### src/hdl/lou_pkg.sv
// Shared constants and types for the logical-or datapath slice
package lou_pkg;

   // ------------------------------------------------------------
   // Widths
   // ------------------------------------------------------------
   localparam int unsigned DATA_W   = 32;  // Datapath word width
   localparam int unsigned IMM_W    = 13;  // Short immediate width
   localparam int unsigned RIDX_W   = 5;   // Register index width
   localparam int unsigned RF_DEPTH = 32;  // Register file entries
   localparam int unsigned ADDR_W   = 8;   // Bus address width
   localparam int unsigned STRB_W   = 4;   // Byte strobes per word

   // ------------------------------------------------------------
   // Register byte offsets
   // ------------------------------------------------------------
   localparam logic [7:0] OFS_INSTR   = 8'h00;  // Instruction, write starts execution
   localparam logic [7:0] OFS_STATUS  = 8'h04;  // Condition flags and state
   localparam logic [7:0] OFS_RF_IDX  = 8'h08;  // Register file window index
   localparam logic [7:0] OFS_RF_DATA = 8'h0c;  // Register file window data
   localparam logic [7:0] OFS_RESULT  = 8'h10;  // Last result, read only

   // ------------------------------------------------------------
   // Instruction register fields (low bit positions)
   // ------------------------------------------------------------
   localparam int unsigned POS_OP    = 0;   // Operation, 2 bits
   localparam int unsigned POS_ISEL  = 2;   // Immediate-select bit
   localparam int unsigned POS_DEST  = 3;   // Destination index, 5 bits
   localparam int unsigned POS_SRC_A = 8;   // First source index, 5 bits
   localparam int unsigned POS_SRC_B = 13;  // Second source index, 5 bits
   localparam int unsigned POS_IMM   = 18;  // Short immediate, 13 bits

   // ------------------------------------------------------------
   // Status register fields
   // ------------------------------------------------------------
   localparam int unsigned POS_FLAG_C = 0;  // Carry
   localparam int unsigned POS_FLAG_V = 1;  // Overflow
   localparam int unsigned POS_FLAG_Z = 2;  // Zero
   localparam int unsigned POS_FLAG_N = 3;  // Negative
   localparam int unsigned POS_BUSY   = 4;  // Execution in progress

   // ------------------------------------------------------------
   // Reset values
   // ------------------------------------------------------------
   localparam logic [31:0] RST_INSTR  = 32'h0000_0000;
   localparam logic [3:0]  RST_FLAGS  = 4'h0;
   localparam logic [4:0]  RST_RF_IDX = 5'h00;
   localparam logic [31:0] RST_RESULT = 32'h0000_0000;

   // ------------------------------------------------------------
   // Bus response codes
   // ------------------------------------------------------------
   localparam logic [1:0] RESP_OKAY   = 2'h0;
   localparam logic [1:0] RESP_DECERR = 2'h3;

   // Or-family operations, in field order
   typedef enum logic [1:0] {
      LOU_OP_OR,
      LOU_OP_ORCC,
      LOU_OP_ORN,
      LOU_OP_ORNCC
   } lou_op_t;

endpackage

### src/hdl/lou_operand_sel.sv
// Second operand select, sign extension and optional inversion
`timescale 1ns/1ps
module lou_operand_sel
   import lou_pkg::*;
(
   input  wire logic [lou_pkg::DATA_W-1:0] i_src_b,    // Second source register value
   input  wire logic                       i_imm_sel,  // 1 selects the short immediate
   input  wire logic [lou_pkg::IMM_W-1:0]  i_imm,      // Short immediate field
   input  wire logic                       i_invert,   // 1 for the inverted forms
   output logic      [lou_pkg::DATA_W-1:0] o_operand   // Operand handed to the OR
);

   // ------------------------------------------------------------
   // Operand formation
   // ------------------------------------------------------------
   logic [DATA_W-1:0] sel_val;  // Operand before inversion

   // Register or sign-extended immediate, then optional complement
   always_comb begin
      if (i_imm_sel) begin
         sel_val = {{(DATA_W-IMM_W){i_imm[IMM_W-1]}}, i_imm};
      end else begin
         sel_val = i_src_b;
      end
      o_operand = i_invert ? ~sel_val : sel_val;
   end

endmodule

### src/hdl/lou_flag_gen.sv
// Negative and zero flag derivation from a result word
`timescale 1ns/1ps
module lou_flag_gen
   import lou_pkg::*;
(
   input  wire logic [lou_pkg::DATA_W-1:0] i_result,  // Result word
   output logic                            o_neg,     // Top bit of result
   output logic                            o_zero     // Result is all zeros
);

   // ------------------------------------------------------------
   // Flag logic
   // ------------------------------------------------------------
   // Sign from the top bit, zero from a full-word compare
   always_comb begin
      o_neg  = i_result[DATA_W-1];
      o_zero = (i_result == '0);
   end

endmodule

### src/hdl/lou_top.sv
// Logical-or datapath slice with register file and AXI4-Lite slave
//
// Contract
// - Result is bitwise OR, full word
// - i=0 uses src B, i=1 sign-extended immediate
// - Result written to destination register
// - Inverted forms complement second operand first
// - Flag form: N from bit 31, Z
// - Inverted flag form: N, Z, clear V, C
`timescale 1ns/1ps
module lou_top
   import lou_pkg::*;
(
   input  wire logic                       i_mclk,     // Core clock, 100 MHz
   input  wire logic                       i_reset_n,  // Asynchronous reset, active low
   input  wire logic                       i_awvalid,  // Write address valid
   input  wire logic [lou_pkg::ADDR_W-1:0] i_awaddr,   // Write address
   output logic                            o_awready,  // Write address ready
   input  wire logic                       i_wvalid,   // Write data valid
   input  wire logic [lou_pkg::DATA_W-1:0] i_wdata,    // Write data
   input  wire logic [lou_pkg::STRB_W-1:0] i_wstrb,    // Write byte strobes
   output logic                            o_wready,   // Write data ready
   output logic                            o_bvalid,   // Write response valid
   output logic      [1:0]                 o_bresp,    // Write response code
   input  wire logic                       i_bready,   // Write response ready
   input  wire logic                       i_arvalid,  // Read address valid
   input  wire logic [lou_pkg::ADDR_W-1:0] i_araddr,   // Read address
   output logic                            o_arready,  // Read address ready
   output logic                            o_rvalid,   // Read data valid
   output logic      [lou_pkg::DATA_W-1:0] o_rdata,    // Read data
   output logic      [1:0]                 o_rresp,    // Read response code
   input  wire logic                       i_rready,   // Read data ready
   output logic      [3:0]                 o_flags,    // Condition flags N Z V C
   output logic                            o_exec_done // Pulse after a result is written
);

   // ------------------------------------------------------------
   // Write channel state
   // ------------------------------------------------------------
   logic              aw_held_r, aw_held_nxt;    // Address taken, awaiting response
   logic              w_held_r, w_held_nxt;      // Data taken, awaiting response
   logic [ADDR_W-1:0] awaddr_r, awaddr_nxt;      // Captured write address
   logic [DATA_W-1:0] wdata_r, wdata_nxt;        // Captured write data
   logic [STRB_W-1:0] wstrb_r, wstrb_nxt;        // Captured byte strobes
   logic              awready_r, awready_nxt;    // Address ready flop
   logic              wready_r, wready_nxt;      // Data ready flop
   logic              bvalid_r, bvalid_nxt;      // Response valid flop
   logic [1:0]        bresp_r, bresp_nxt;        // Response code flop

   // ------------------------------------------------------------
   // Read channel state
   // ------------------------------------------------------------
   logic              arready_r, arready_nxt;    // Read address ready flop
   logic              rvalid_r, rvalid_nxt;      // Read data valid flop
   logic [DATA_W-1:0] rdata_r, rdata_nxt;        // Read data flop
   logic [1:0]        rresp_r, rresp_nxt;        // Read response flop

   // ------------------------------------------------------------
   // Block state
   // ------------------------------------------------------------
   logic [DATA_W-1:0] instr_r, instr_nxt;        // Instruction register
   logic              exec_r, exec_nxt;          // Execute in this cycle
   logic              done_r, done_nxt;          // Result written last cycle
   logic [3:0]        flags_r, flags_nxt;        // N Z V C
   logic [RIDX_W-1:0] rf_idx_r, rf_idx_nxt;      // Window index
   logic [DATA_W-1:0] result_r, result_nxt;      // Last result

   // Register file and its single write port
   logic [DATA_W-1:0] rf_mem [RF_DEPTH];         // General registers
   logic              rf_we;                     // Write enable
   logic [RIDX_W-1:0] rf_waddr;                  // Write index
   logic [DATA_W-1:0] rf_wdata;                  // Write value

   // ------------------------------------------------------------
   // Instruction decode
   // ------------------------------------------------------------
   lou_op_t           op;                        // Decoded operation
   logic              imm_sel;                   // Immediate-select bit
   logic [RIDX_W-1:0] dest_idx;                  // Destination index
   logic [RIDX_W-1:0] src_a_reg;                 // First source index
   logic [RIDX_W-1:0] src_b_reg;                 // Second source index
   logic [IMM_W-1:0]  short_imm_field;           // Short immediate
   logic              invert;                    // Inverted form
   logic              set_cc;                    // Flag-updating form
   logic [DATA_W-1:0] operand_b;                 // Selected second operand
   logic [DATA_W-1:0] or_result;                 // Datapath result
   logic              res_neg;                   // Negative from result
   logic              res_zero;                  // Zero from result

   // Field extraction from the instruction register
   always_comb begin
      op              = lou_op_t'(instr_r[POS_OP +: 2]);
      imm_sel         = instr_r[POS_ISEL];
      dest_idx        = instr_r[POS_DEST +: RIDX_W];
      src_a_reg       = instr_r[POS_SRC_A +: RIDX_W];
      src_b_reg       = instr_r[POS_SRC_B +: RIDX_W];
      short_imm_field = instr_r[POS_IMM +: IMM_W];
      invert          = (op == LOU_OP_ORN) || (op == LOU_OP_ORNCC);
      set_cc          = (op == LOU_OP_ORCC) || (op == LOU_OP_ORNCC);
   end

   // ------------------------------------------------------------
   // Datapath
   // ------------------------------------------------------------
   // Second operand: register or immediate, optionally complemented
   lou_operand_sel u_operand_sel (
      .i_src_b   (rf_mem[src_b_reg]),
      .i_imm_sel (imm_sel),
      .i_imm     (short_imm_field),
      .i_invert  (invert),
      .o_operand (operand_b)
   );

   assign or_result = rf_mem[src_a_reg] | operand_b;

   // Negative and zero from the result
   lou_flag_gen u_flag_gen (
      .i_result (or_result),
      .o_neg    (res_neg),
      .o_zero   (res_zero)
   );

   // ------------------------------------------------------------
   // Helpers
   // ------------------------------------------------------------
   // Merge write data into an old word under byte strobes
   function automatic logic [DATA_W-1:0] merge_bytes(
      input logic [DATA_W-1:0] old_val,
      input logic [DATA_W-1:0] new_val,
      input logic [STRB_W-1:0] strb
   );
      logic [DATA_W-1:0] res;
      res = old_val;
      for (int b = 0; b < STRB_W; b++) begin
         if (strb[b]) begin
            res[b*8 +: 8] = new_val[b*8 +: 8];
         end
      end
      return res;
   endfunction

   // ------------------------------------------------------------
   // Write channel and execution
   // ------------------------------------------------------------
   logic              aw_take;                   // Address handshake
   logic              w_take;                    // Data handshake
   logic              commit;                    // Apply the held write
   logic [DATA_W-1:0] wmerged;                   // Strobed write value

   assign aw_take = i_awvalid & awready_r;
   assign w_take  = i_wvalid & wready_r;
   assign commit  = aw_held_r & w_held_r & ~bvalid_r;

   // Next state for the write side, the instruction and the flags
   always_comb begin
      aw_held_nxt = aw_held_r;
      w_held_nxt  = w_held_r;
      awaddr_nxt  = awaddr_r;
      wdata_nxt   = wdata_r;
      wstrb_nxt   = wstrb_r;
      bvalid_nxt  = bvalid_r;
      bresp_nxt   = bresp_r;
      instr_nxt   = instr_r;
      exec_nxt    = 1'b0;
      done_nxt    = exec_r;
      flags_nxt   = flags_r;
      rf_idx_nxt  = rf_idx_r;
      result_nxt  = result_r;
      rf_we       = 1'b0;
      rf_waddr    = rf_idx_r;
      rf_wdata    = '0;
      wmerged     = '0;
      // Capture address and data independently, in either order
      if (aw_take) begin
         aw_held_nxt = 1'b1;
         awaddr_nxt  = i_awaddr;
      end
      if (w_take) begin
         w_held_nxt = 1'b1;
         wdata_nxt  = i_wdata;
         wstrb_nxt  = i_wstrb;
      end
      // Both halves present: decode and apply, then respond
      if (commit) begin
         bvalid_nxt = 1'b1;
         bresp_nxt  = RESP_OKAY;
         if (awaddr_r == OFS_INSTR) begin
            // Instruction write starts execution next cycle
            instr_nxt = merge_bytes(instr_r, wdata_r, wstrb_r);
            exec_nxt  = 1'b1;
         end else if (awaddr_r == OFS_STATUS) begin
            // Software may preset the flags
            if (wstrb_r[0]) begin
               flags_nxt = wdata_r[POS_FLAG_C +: 4];
            end
         end else if (awaddr_r == OFS_RF_IDX) begin
            // Window index
            if (wstrb_r[0]) begin
               rf_idx_nxt = wdata_r[RIDX_W-1:0];
            end
         end else if (awaddr_r == OFS_RF_DATA) begin
            // Window data goes to the indexed register
            wmerged  = merge_bytes(rf_mem[rf_idx_r], wdata_r, wstrb_r);
            rf_we    = 1'b1;
            rf_waddr = rf_idx_r;
            rf_wdata = wmerged;
         end else if (awaddr_r == OFS_RESULT) begin
            // Read-only register, write ignored
            bresp_nxt = RESP_OKAY;
         end else begin
            // Unmapped address
            bresp_nxt = RESP_DECERR;
         end
      end
      // Response taken: free both channels
      if (bvalid_r && i_bready) begin
         bvalid_nxt  = 1'b0;
         aw_held_nxt = 1'b0;
         w_held_nxt  = 1'b0;
      end
      // Execution cycle; no write commit can fall here
      if (exec_r) begin
         rf_we      = 1'b1;
         rf_waddr   = dest_idx;
         rf_wdata   = or_result;
         result_nxt = or_result;
         if (set_cc) begin
            // N Z set, V C cleared
            flags_nxt[POS_FLAG_N] = res_neg;
            flags_nxt[POS_FLAG_Z] = res_zero;
            flags_nxt[POS_FLAG_V] = 1'b0;
            flags_nxt[POS_FLAG_C] = 1'b0;
         end
      end
      awready_nxt = ~aw_held_nxt;
      wready_nxt  = ~w_held_nxt;
   end

   // ------------------------------------------------------------
   // Read channel
   // ------------------------------------------------------------
   logic ar_take;                                // Read address handshake

   assign ar_take = i_arvalid & arready_r;

   // Decode read address into data and response
   always_comb begin
      rvalid_nxt = rvalid_r;
      rdata_nxt  = rdata_r;
      rresp_nxt  = rresp_r;
      if (rvalid_r && i_rready) begin
         rvalid_nxt = 1'b0;
      end
      if (ar_take) begin
         rvalid_nxt = 1'b1;
         rresp_nxt  = RESP_OKAY;
         rdata_nxt  = '0;
         if (i_araddr == OFS_INSTR) begin
            rdata_nxt = instr_r;
         end else if (i_araddr == OFS_STATUS) begin
            rdata_nxt[POS_FLAG_C +: 4] = flags_r;
            rdata_nxt[POS_BUSY]        = exec_r;
         end else if (i_araddr == OFS_RF_IDX) begin
            rdata_nxt[RIDX_W-1:0] = rf_idx_r;
         end else if (i_araddr == OFS_RF_DATA) begin
            rdata_nxt = rf_mem[rf_idx_r];
         end else if (i_araddr == OFS_RESULT) begin
            rdata_nxt = result_r;
         end else begin
            rresp_nxt = RESP_DECERR;
         end
      end
      arready_nxt = ~rvalid_nxt;
   end

   // ------------------------------------------------------------
   // Registers
   // ------------------------------------------------------------
   // Control and bus state
   always_ff @(posedge i_mclk or negedge i_reset_n) begin
      if (!i_reset_n) begin
         aw_held_r <= 1'b0;
         w_held_r  <= 1'b0;
         awaddr_r  <= '0;
         wdata_r   <= '0;
         wstrb_r   <= '0;
         awready_r <= 1'b0;
         wready_r  <= 1'b0;
         bvalid_r  <= 1'b0;
         bresp_r   <= RESP_OKAY;
         arready_r <= 1'b0;
         rvalid_r  <= 1'b0;
         rdata_r   <= '0;
         rresp_r   <= RESP_OKAY;
         instr_r   <= RST_INSTR;
         exec_r    <= 1'b0;
         done_r    <= 1'b0;
         flags_r   <= RST_FLAGS;
         rf_idx_r  <= RST_RF_IDX;
         result_r  <= RST_RESULT;
      end else begin
         aw_held_r <= aw_held_nxt;
         w_held_r  <= w_held_nxt;
         awaddr_r  <= awaddr_nxt;
         wdata_r   <= wdata_nxt;
         wstrb_r   <= wstrb_nxt;
         awready_r <= awready_nxt;
         wready_r  <= wready_nxt;
         bvalid_r  <= bvalid_nxt;
         bresp_r   <= bresp_nxt;
         arready_r <= arready_nxt;
         rvalid_r  <= rvalid_nxt;
         rdata_r   <= rdata_nxt;
         rresp_r   <= rresp_nxt;
         instr_r   <= instr_nxt;
         exec_r    <= exec_nxt;
         done_r    <= done_nxt;
         flags_r   <= flags_nxt;
         rf_idx_r  <= rf_idx_nxt;
         result_r  <= result_nxt;
      end
   end

   // Register file storage, no reset
   always_ff @(posedge i_mclk) begin
      if (rf_we) begin
         rf_mem[rf_waddr] <= rf_wdata;
      end
   end

   // ------------------------------------------------------------
   // Outputs
   // ------------------------------------------------------------
   assign o_awready   = awready_r;
   assign o_wready    = wready_r;
   assign o_bvalid    = bvalid_r;
   assign o_bresp     = bresp_r;
   assign o_arready   = arready_r;
   assign o_rvalid    = rvalid_r;
   assign o_rdata     = rdata_r;
   assign o_rresp     = rresp_r;
   assign o_flags     = flags_r;
   assign o_exec_done = done_r;

endmodule

### config.mk
export PLATFORM = sky130hd
export DESIGN_NAME = lou_top
export DESIGN_NICKNAME = d
export VERILOG_FILES = /design/src/hdl/lou_pkg.sv /design/src/hdl/lou_operand_sel.sv /design/src/hdl/lou_flag_gen.sv /design/src/hdl/lou_top.sv
export SDC_FILE = /design/constraint.sdc
export NUM_CORES = 2
export LEC_CHECK = 0
export ABC_AREA = 0
export BUFFER_PORTS_ARGS = -buffer_cell sky130_fd_sc_hd__buf_2
export CORE_MARGIN = 5
export CORE_UTILIZATION = 45
export DETAILED_ROUTE_END_ITERATION = 10
export MAX_ROUTING_LAYER = met4
export PLACE_DENSITY = 0.65
export SLEW_MARGIN = 40
export SYNTH_ARGS = -nofsm -noshare
export SYNTH_HDL_FRONTEND = slang
export SYNTH_SLANG_ARGS = --single-unit
### constraint.sdc
create_clock -name i_mclk -period 3.81 [get_ports i_mclk]
set_input_delay 0.5715 -clock i_mclk [delete_from_list [all_inputs] [get_ports i_mclk]]
set_output_delay 0.5715 -clock i_mclk [all_outputs]
set_load 0.01 [all_outputs]
======== Yosys cells after proc, flatten, opt, wreduce, memory -nomap -nowiden ========
Memories as Yosys holds them, arrays and structs flattened.
Index checks and enable logic that the tools add are counted.
storage, ports and cells
  register bits ........................... 162
  input bits .............................. 59
  memory bits (writable) .................. 1024
  output and inout bits ................... 46
  memories kept ........................... 1
memories
  name    depth  width  read ports  clocked after memory_dff  write ports  line           text
  rf_mem  32     32     3           0                         1            lou_top.sv:69  logic [DATA_W-1:0] rf_mem [RF_DEPTH];
operators by class
  reduce and logical (&&, ||, !) cells .... 13
  bitwise operators ....................... 13
  multiplexer cells ....................... 54
  equality and inequality tests ........... 11
operators by type and width
  operator                                                          count
  32-bit 2-to-1 mux                                                 11
  27-bit 2-to-1 mux                                                 2
  8-bit by 4-bit == test with 1-bit output (second input constant)  4
  32-bit logical NOT                                                1
  8-bit 2-to-1 mux                                                  4
  32-bit NOT                                                        1
  32-bit bitwise OR                                                 1
  4-bit 2-to-1 mux                                                  6
  2-bit 2-to-1 mux                                                  10
  1-bit 2-to-1 mux                                                  18
  8-bit by 3-bit == test with 1-bit output (second input constant)  2
  8-bit by 5-bit == test with 1-bit output (second input constant)  2
  8-bit logical NOT                                                 2
  5-bit 2-to-1 mux                                                  3
  3-bit AND reduction                                               4
  1-bit NOT                                                         6
  1-bit bitwise AND                                                 5
  5-bit AND reduction                                               1
  2-bit == test (second input constant)                             2
  2-bit by 1-bit == test with 1-bit output (second input constant)  1
  1-bit logical AND                                                 2
  1-bit logical OR                                                  2
  2-bit nonzero test                                                1

======== Longest topological paths before layout ========
  word-level depth ........................ 9
  depth in mapped cells ................... 15

======== Modules after synthesis ========
From an unflattened synthesis, not the netlist that was laid out.
unflattened totals
  cell total of the unflattened synthesis .. 3938
  area, all modules ....................... 64219.1 um^2
modules (own cells, without submodules)
  module           area an instance (um^2)  cells each  instances
  lou_top          63439.6                  3852        1
  lou_operand_sel  699.4                    74          1
  lou_flag_gen     80.1                     12          1

======== Least setup slack after synthesis ========
No wires, ideal clock.
  kind .................................... reg2reg
  from .................................... register rf_idx_r[0]
  to ...................................... memory rf_mem[0][14], data pin
  arrival ................................. 3647 ps
  stages on the path, launching flop included .. 10
  required time ........................... 3356 ps
  clock period less this slack ............ 4101 ps
  path slack .............................. -291 ps
  setup time .............................. 454 ps
  cell sequence ........................... dfrtp_1 > clkbuf_1 > buf_1 > buf_1 > mux4_2 > mux4_2 > mux2i_1 > nor2_1 > a21oi_1 > o21ai_0
on the way
  cells in the longest elaborated chain, start to end .. 8
ends and longest elaborated chain
  what                    line            text
  start, declared         lou_top.sv:65   logic [RIDX_W-1:0] rf_idx_r, rf_idx_nxt;
  start signal, assigned  lou_top.sv:319  rf_idx_r <= rf_idx_nxt;
  memory 32 x 32 bit      --
  8-bit 2-to-1 mux        lou_top.sv:135  if (strb[b]) begin
  32-bit 2-to-1 mux       lou_top.sv:201  end else if (awaddr_r == OFS_RF_DATA) begin
  32-bit 2-to-1 mux       lou_top.sv:196  end else if (awaddr_r == OFS_RF_IDX) begin
  32-bit 2-to-1 mux       lou_top.sv:191  end else if (awaddr_r == OFS_STATUS) begin
  32-bit 2-to-1 mux       lou_top.sv:187  if (awaddr_r == OFS_INSTR) begin
  32-bit 2-to-1 mux       lou_top.sv:184  if (commit) begin
  32-bit 2-to-1 mux       lou_top.sv:222  if (exec_r) begin
  named net rf_wdata[14]  lou_top.sv:72   logic [DATA_W-1:0] rf_wdata;
  end, declared           lou_top.sv:69
The timed path passes the listed nets, and every way through them passes these cells.

======== Worst setup path in the final report ========
  from .................................... register rf_idx_r[0]
  to ...................................... memory rf_mem[17][14], data pin
Same word-level chain as after synthesis.

==> impl_metrics.json <==
{
  "status": "complete, no violations",
  "vias_per_cell": 7.24,
  "synth_top_area_share_pct": 48.5,
  "hold_depth": 2,
  "critPathMaxStageDelay_ns": 0.58,
  "layoutNonFillerInstCount": 6011,
  "dieArea_um2": 149000,
  "cts-root-buf": "clkbuf_16",
  "antenna_left": 0,
  "cts_max_level": 3,
  "initial_core_util_pct": 45.3,
  "highest_layer": "met4",
  "clkTransAtPathRegs_ns": 0.06,
  "wl_met2_um": 104000,
  "skew_ns": 0.0514,
  "finalCriticalPeriod_ns": 3.73,
  "cts_buffers": 121,
  "io_pins": 105,
  "synth.avg_cell_area_um2": 17.1,
  "drv_cap": 0,
  "r2r_slack_ns": 0.08,
  "setup_tns_ns": 0,
  "fin_ws_ns": 0.0825,
  "fillers": 11049,
  "vias": 43524,
  "hold_start": "i_wstrb[2]",
  "report.final.slew_viol_count": 0,
  "cellPowerDensity_nw_per_um2": 461,
  "grt_first_pass_wirelength_um": 329000,
  "layout_commonest_cell": "edfxtp_1",
  "cpMaxStageDelayCell": "dfrtp_4",
  "critPathBufInv": 4,
  "reg2regPathDepth": 10,
  "yosysSeqAreaShare_pct": 54.8,
  "slew_headroom_pct": 38.3,
  "dp_hpwl_um": 150000,
  "end_kind": "flop",
  "start_kind": "flop",
  "die_y_um": 385,
  "wl_per_cell_um": 39.5,
  "clock_latency_ns": 0.79,
  "setup_violations": 0,
  "cellLeakagePower_nw": 20.4,
  "final_cell_area_um2": 74000,
  "final_util_pct": 52.9,
  "syn-cell-area_um2": 63400,
  "regArea_um2": 34800,
  "nets": 4085,
  "crit_required_ns": 4.30,
  "multiInputGateArea_um2": 27400,
  "synth_area_leader_cell": "edfxtp_1",
  "die_w_um": 385,
  "fmaxAchievable_ghz": 0.268,
  "final_cell_mix": "1,024 x edfxtp_1, 776 x mux4_2, 258 x buf_4",
  "ir_drop_mv": 0.474,
  "hold_class": "input pin to flop",
  "period_share_pct": 97.8,
  "grt_pass1_vias": 41794,
  "fp-row-count": 137,
  "synth_area_leaders": "edfxtp_1 48%, mux4_2 28%, dfrtp_1 6.3%, mux2i_1 2.9%, mux2_2 2.0%",
  "clockBufferDepth": 3,
  "drc": 0,
  "gr-total-overflow": 0,
  "place_inst": 5762,
  "track_usage_pct": 32.7,
  "cp_top_family": "multiplexers",
  "holdPathEnd": "wstrb_r[2]",
  "crit_top_cell": "buf_12",
  "firstDrtPassIters": 6,
  "crit_path_cell_trace": "buf_12 -> buf_12 -> mux4_2 -> mux4_2 -> mux2i_1 -> buf_4 -> nor2_1 -> a21oi_1 -> o21ai_2 -> buf_12",
  "synth_nets": 3772,
  "worst_pin_slew_ns": 0.915,
  "place_ws_ns": 0.0358,
  "cts_tree": "yes",
  "placed_area_um2": 69600,
  "ys.flop_type": "edfxtp_1",
  "drt-total-wl_um": 238000,
  "drt_iter0_drc": 7914,
  "synthToLayoutAreaGrowth_pct": 16.6,
  "p_total_mw": 34.1,
  "async_flop_share_pct": 13.5,
  "hold_viol_final": 0,
  "path_max_fanout": 32,
  "antenna_found_initial": 10,
  "place.gp.congestion": 0.979,
  "m1WireLength_um": 82000,
  "ys_types": 76,
  "synth_edf_count": 1024,
  "arrival_ns": 4.22,
  "fin_worst_hold_slack_ns": 0.0304,
  "timing.rr.end": "rf_mem[17][14]",
  "cts_num_sinks": 1184,
  "grt_max_degree": 82,
  "rsz0062_at_grt": "false",
  "portBuffers": 104,
  "drive_above_1_share_pct": 40.4,
  "reg2reg_from": "rf_idx_r[0]",
  "netlist_instances": 3713,
  "core_um2": 140000,
  "critPathKind": "flop to flop",
  "met3_length_um": 36400,
  "ys_warn_count": 0,
  "synth_seq_cells": 1184
}
==> worst max path at each step <==
stage	start	endpoint	cells past startpoint
after floorplan	rf_idx_r[0]	rf_mem[1][0]	7
after global placement	instr_r[13]	rf_mem[7][21]	12
after detailed placement	instr_r[13]	rf_mem[5][21]	12
after CTS	instr_r[13]	rf_mem[18][9]	11
after global routing	instr_r[9]	o_flags[2]	12
final	rf_idx_r[0]	rf_mem[17][14]	10
==> cell usage after synthesis (22+ instances only) <==
cell,instances
edfxtp_1,1024
mux4_2,776
nand2_1,249
mux2i_1,186
dfrtp_1,160
nor2_1,142
o21ai_0,136
clkbuf_1,132
mux2_2,112
a21oi_1,89
a22oi_1,77
buf_2,67
buf_1,56
nand3_1,56
inv_1,40
o22ai_1,35
a221oi_1,34
buf_4,28
xnor2_1,24
nor2b_1,22
==> kinds of logic (layout without fill, tap and decap cells) <==
logic type	Yosys count	after routing	share of synthesized area [%]
multiplexers	1091	1091	33.2
AO/OA/AOI/OAI	476	476	4.83
flip-flops	1184	1184	54.8
XOR/XNOR	24	24	0.331
buffers and inverters	357	771	2.74
other	0	8	0
AND/OR/NAND/NOR	581	581	4.13
==> metal layers <==
metal	GRT usage (%)	up-vias
met5	-	-
met4	16.6	0
met3	11.4	798
met2	46.8	3972
met1	41.6	22397
li1	-	16357
==> cell type report <==
cell class / instances / area share, %
clock inverter: 67 / 1.07
tap: 1876 / 3.17
multi-input combinational: 2172 / 37.1
inverter: 49 / 0.250
antenna: 8 / 0.0271
clock buffer: 157 / 4.60
timing repair buffer: 498 / 6.80
sequential: 1184 / 47.0
==> sequential cells by signal, indices dropped and copies added (netlist names), 4 cells and up <==
name and count:
wdata_r 32, result_r 32, rf_mem 1024, instr_r 32, wstrb_r 4, o_flags 4, awaddr_r 8, o_rdata 32
rf_idx_r 5
==> timing repair <==
action | CTS | global route
endpoints found under the setup margin | 32 | 65
hold buffers | 16 | 0
setup buffers | 0 | 1
hold endpoints to repair | 90 | 0
pin swaps | 0 | 0
gates resized for setup | 1 | 2
==> worst register-to-register path, cell delays in order (launching register included) <==
cell,delay (ns)
dfrtp_4,0.58
buf_12,0.30
buf_12,0.32
mux4_2,0.54
mux4_2,0.46
mux2i_1,0.16
buf_4,0.20
nor2_1,0.06
a21oi_1,0.47
o21ai_2,0.16
buf_12,0.21
==> power breakdown <==
part | total [mW] | internal (mW) | switching (mW) | leakage, nW
Sequential | 15.3 | 14.4 | 0.946 | 9.34
Clock | 12.7 | 7.32 | 5.36 | 2.03
Combinational | 6.08 | 2.55 | 3.53 | 9.00
Total | 34.1 | 24.3 | 9.83 | 20.4
(Power assumes the default switching activity.)
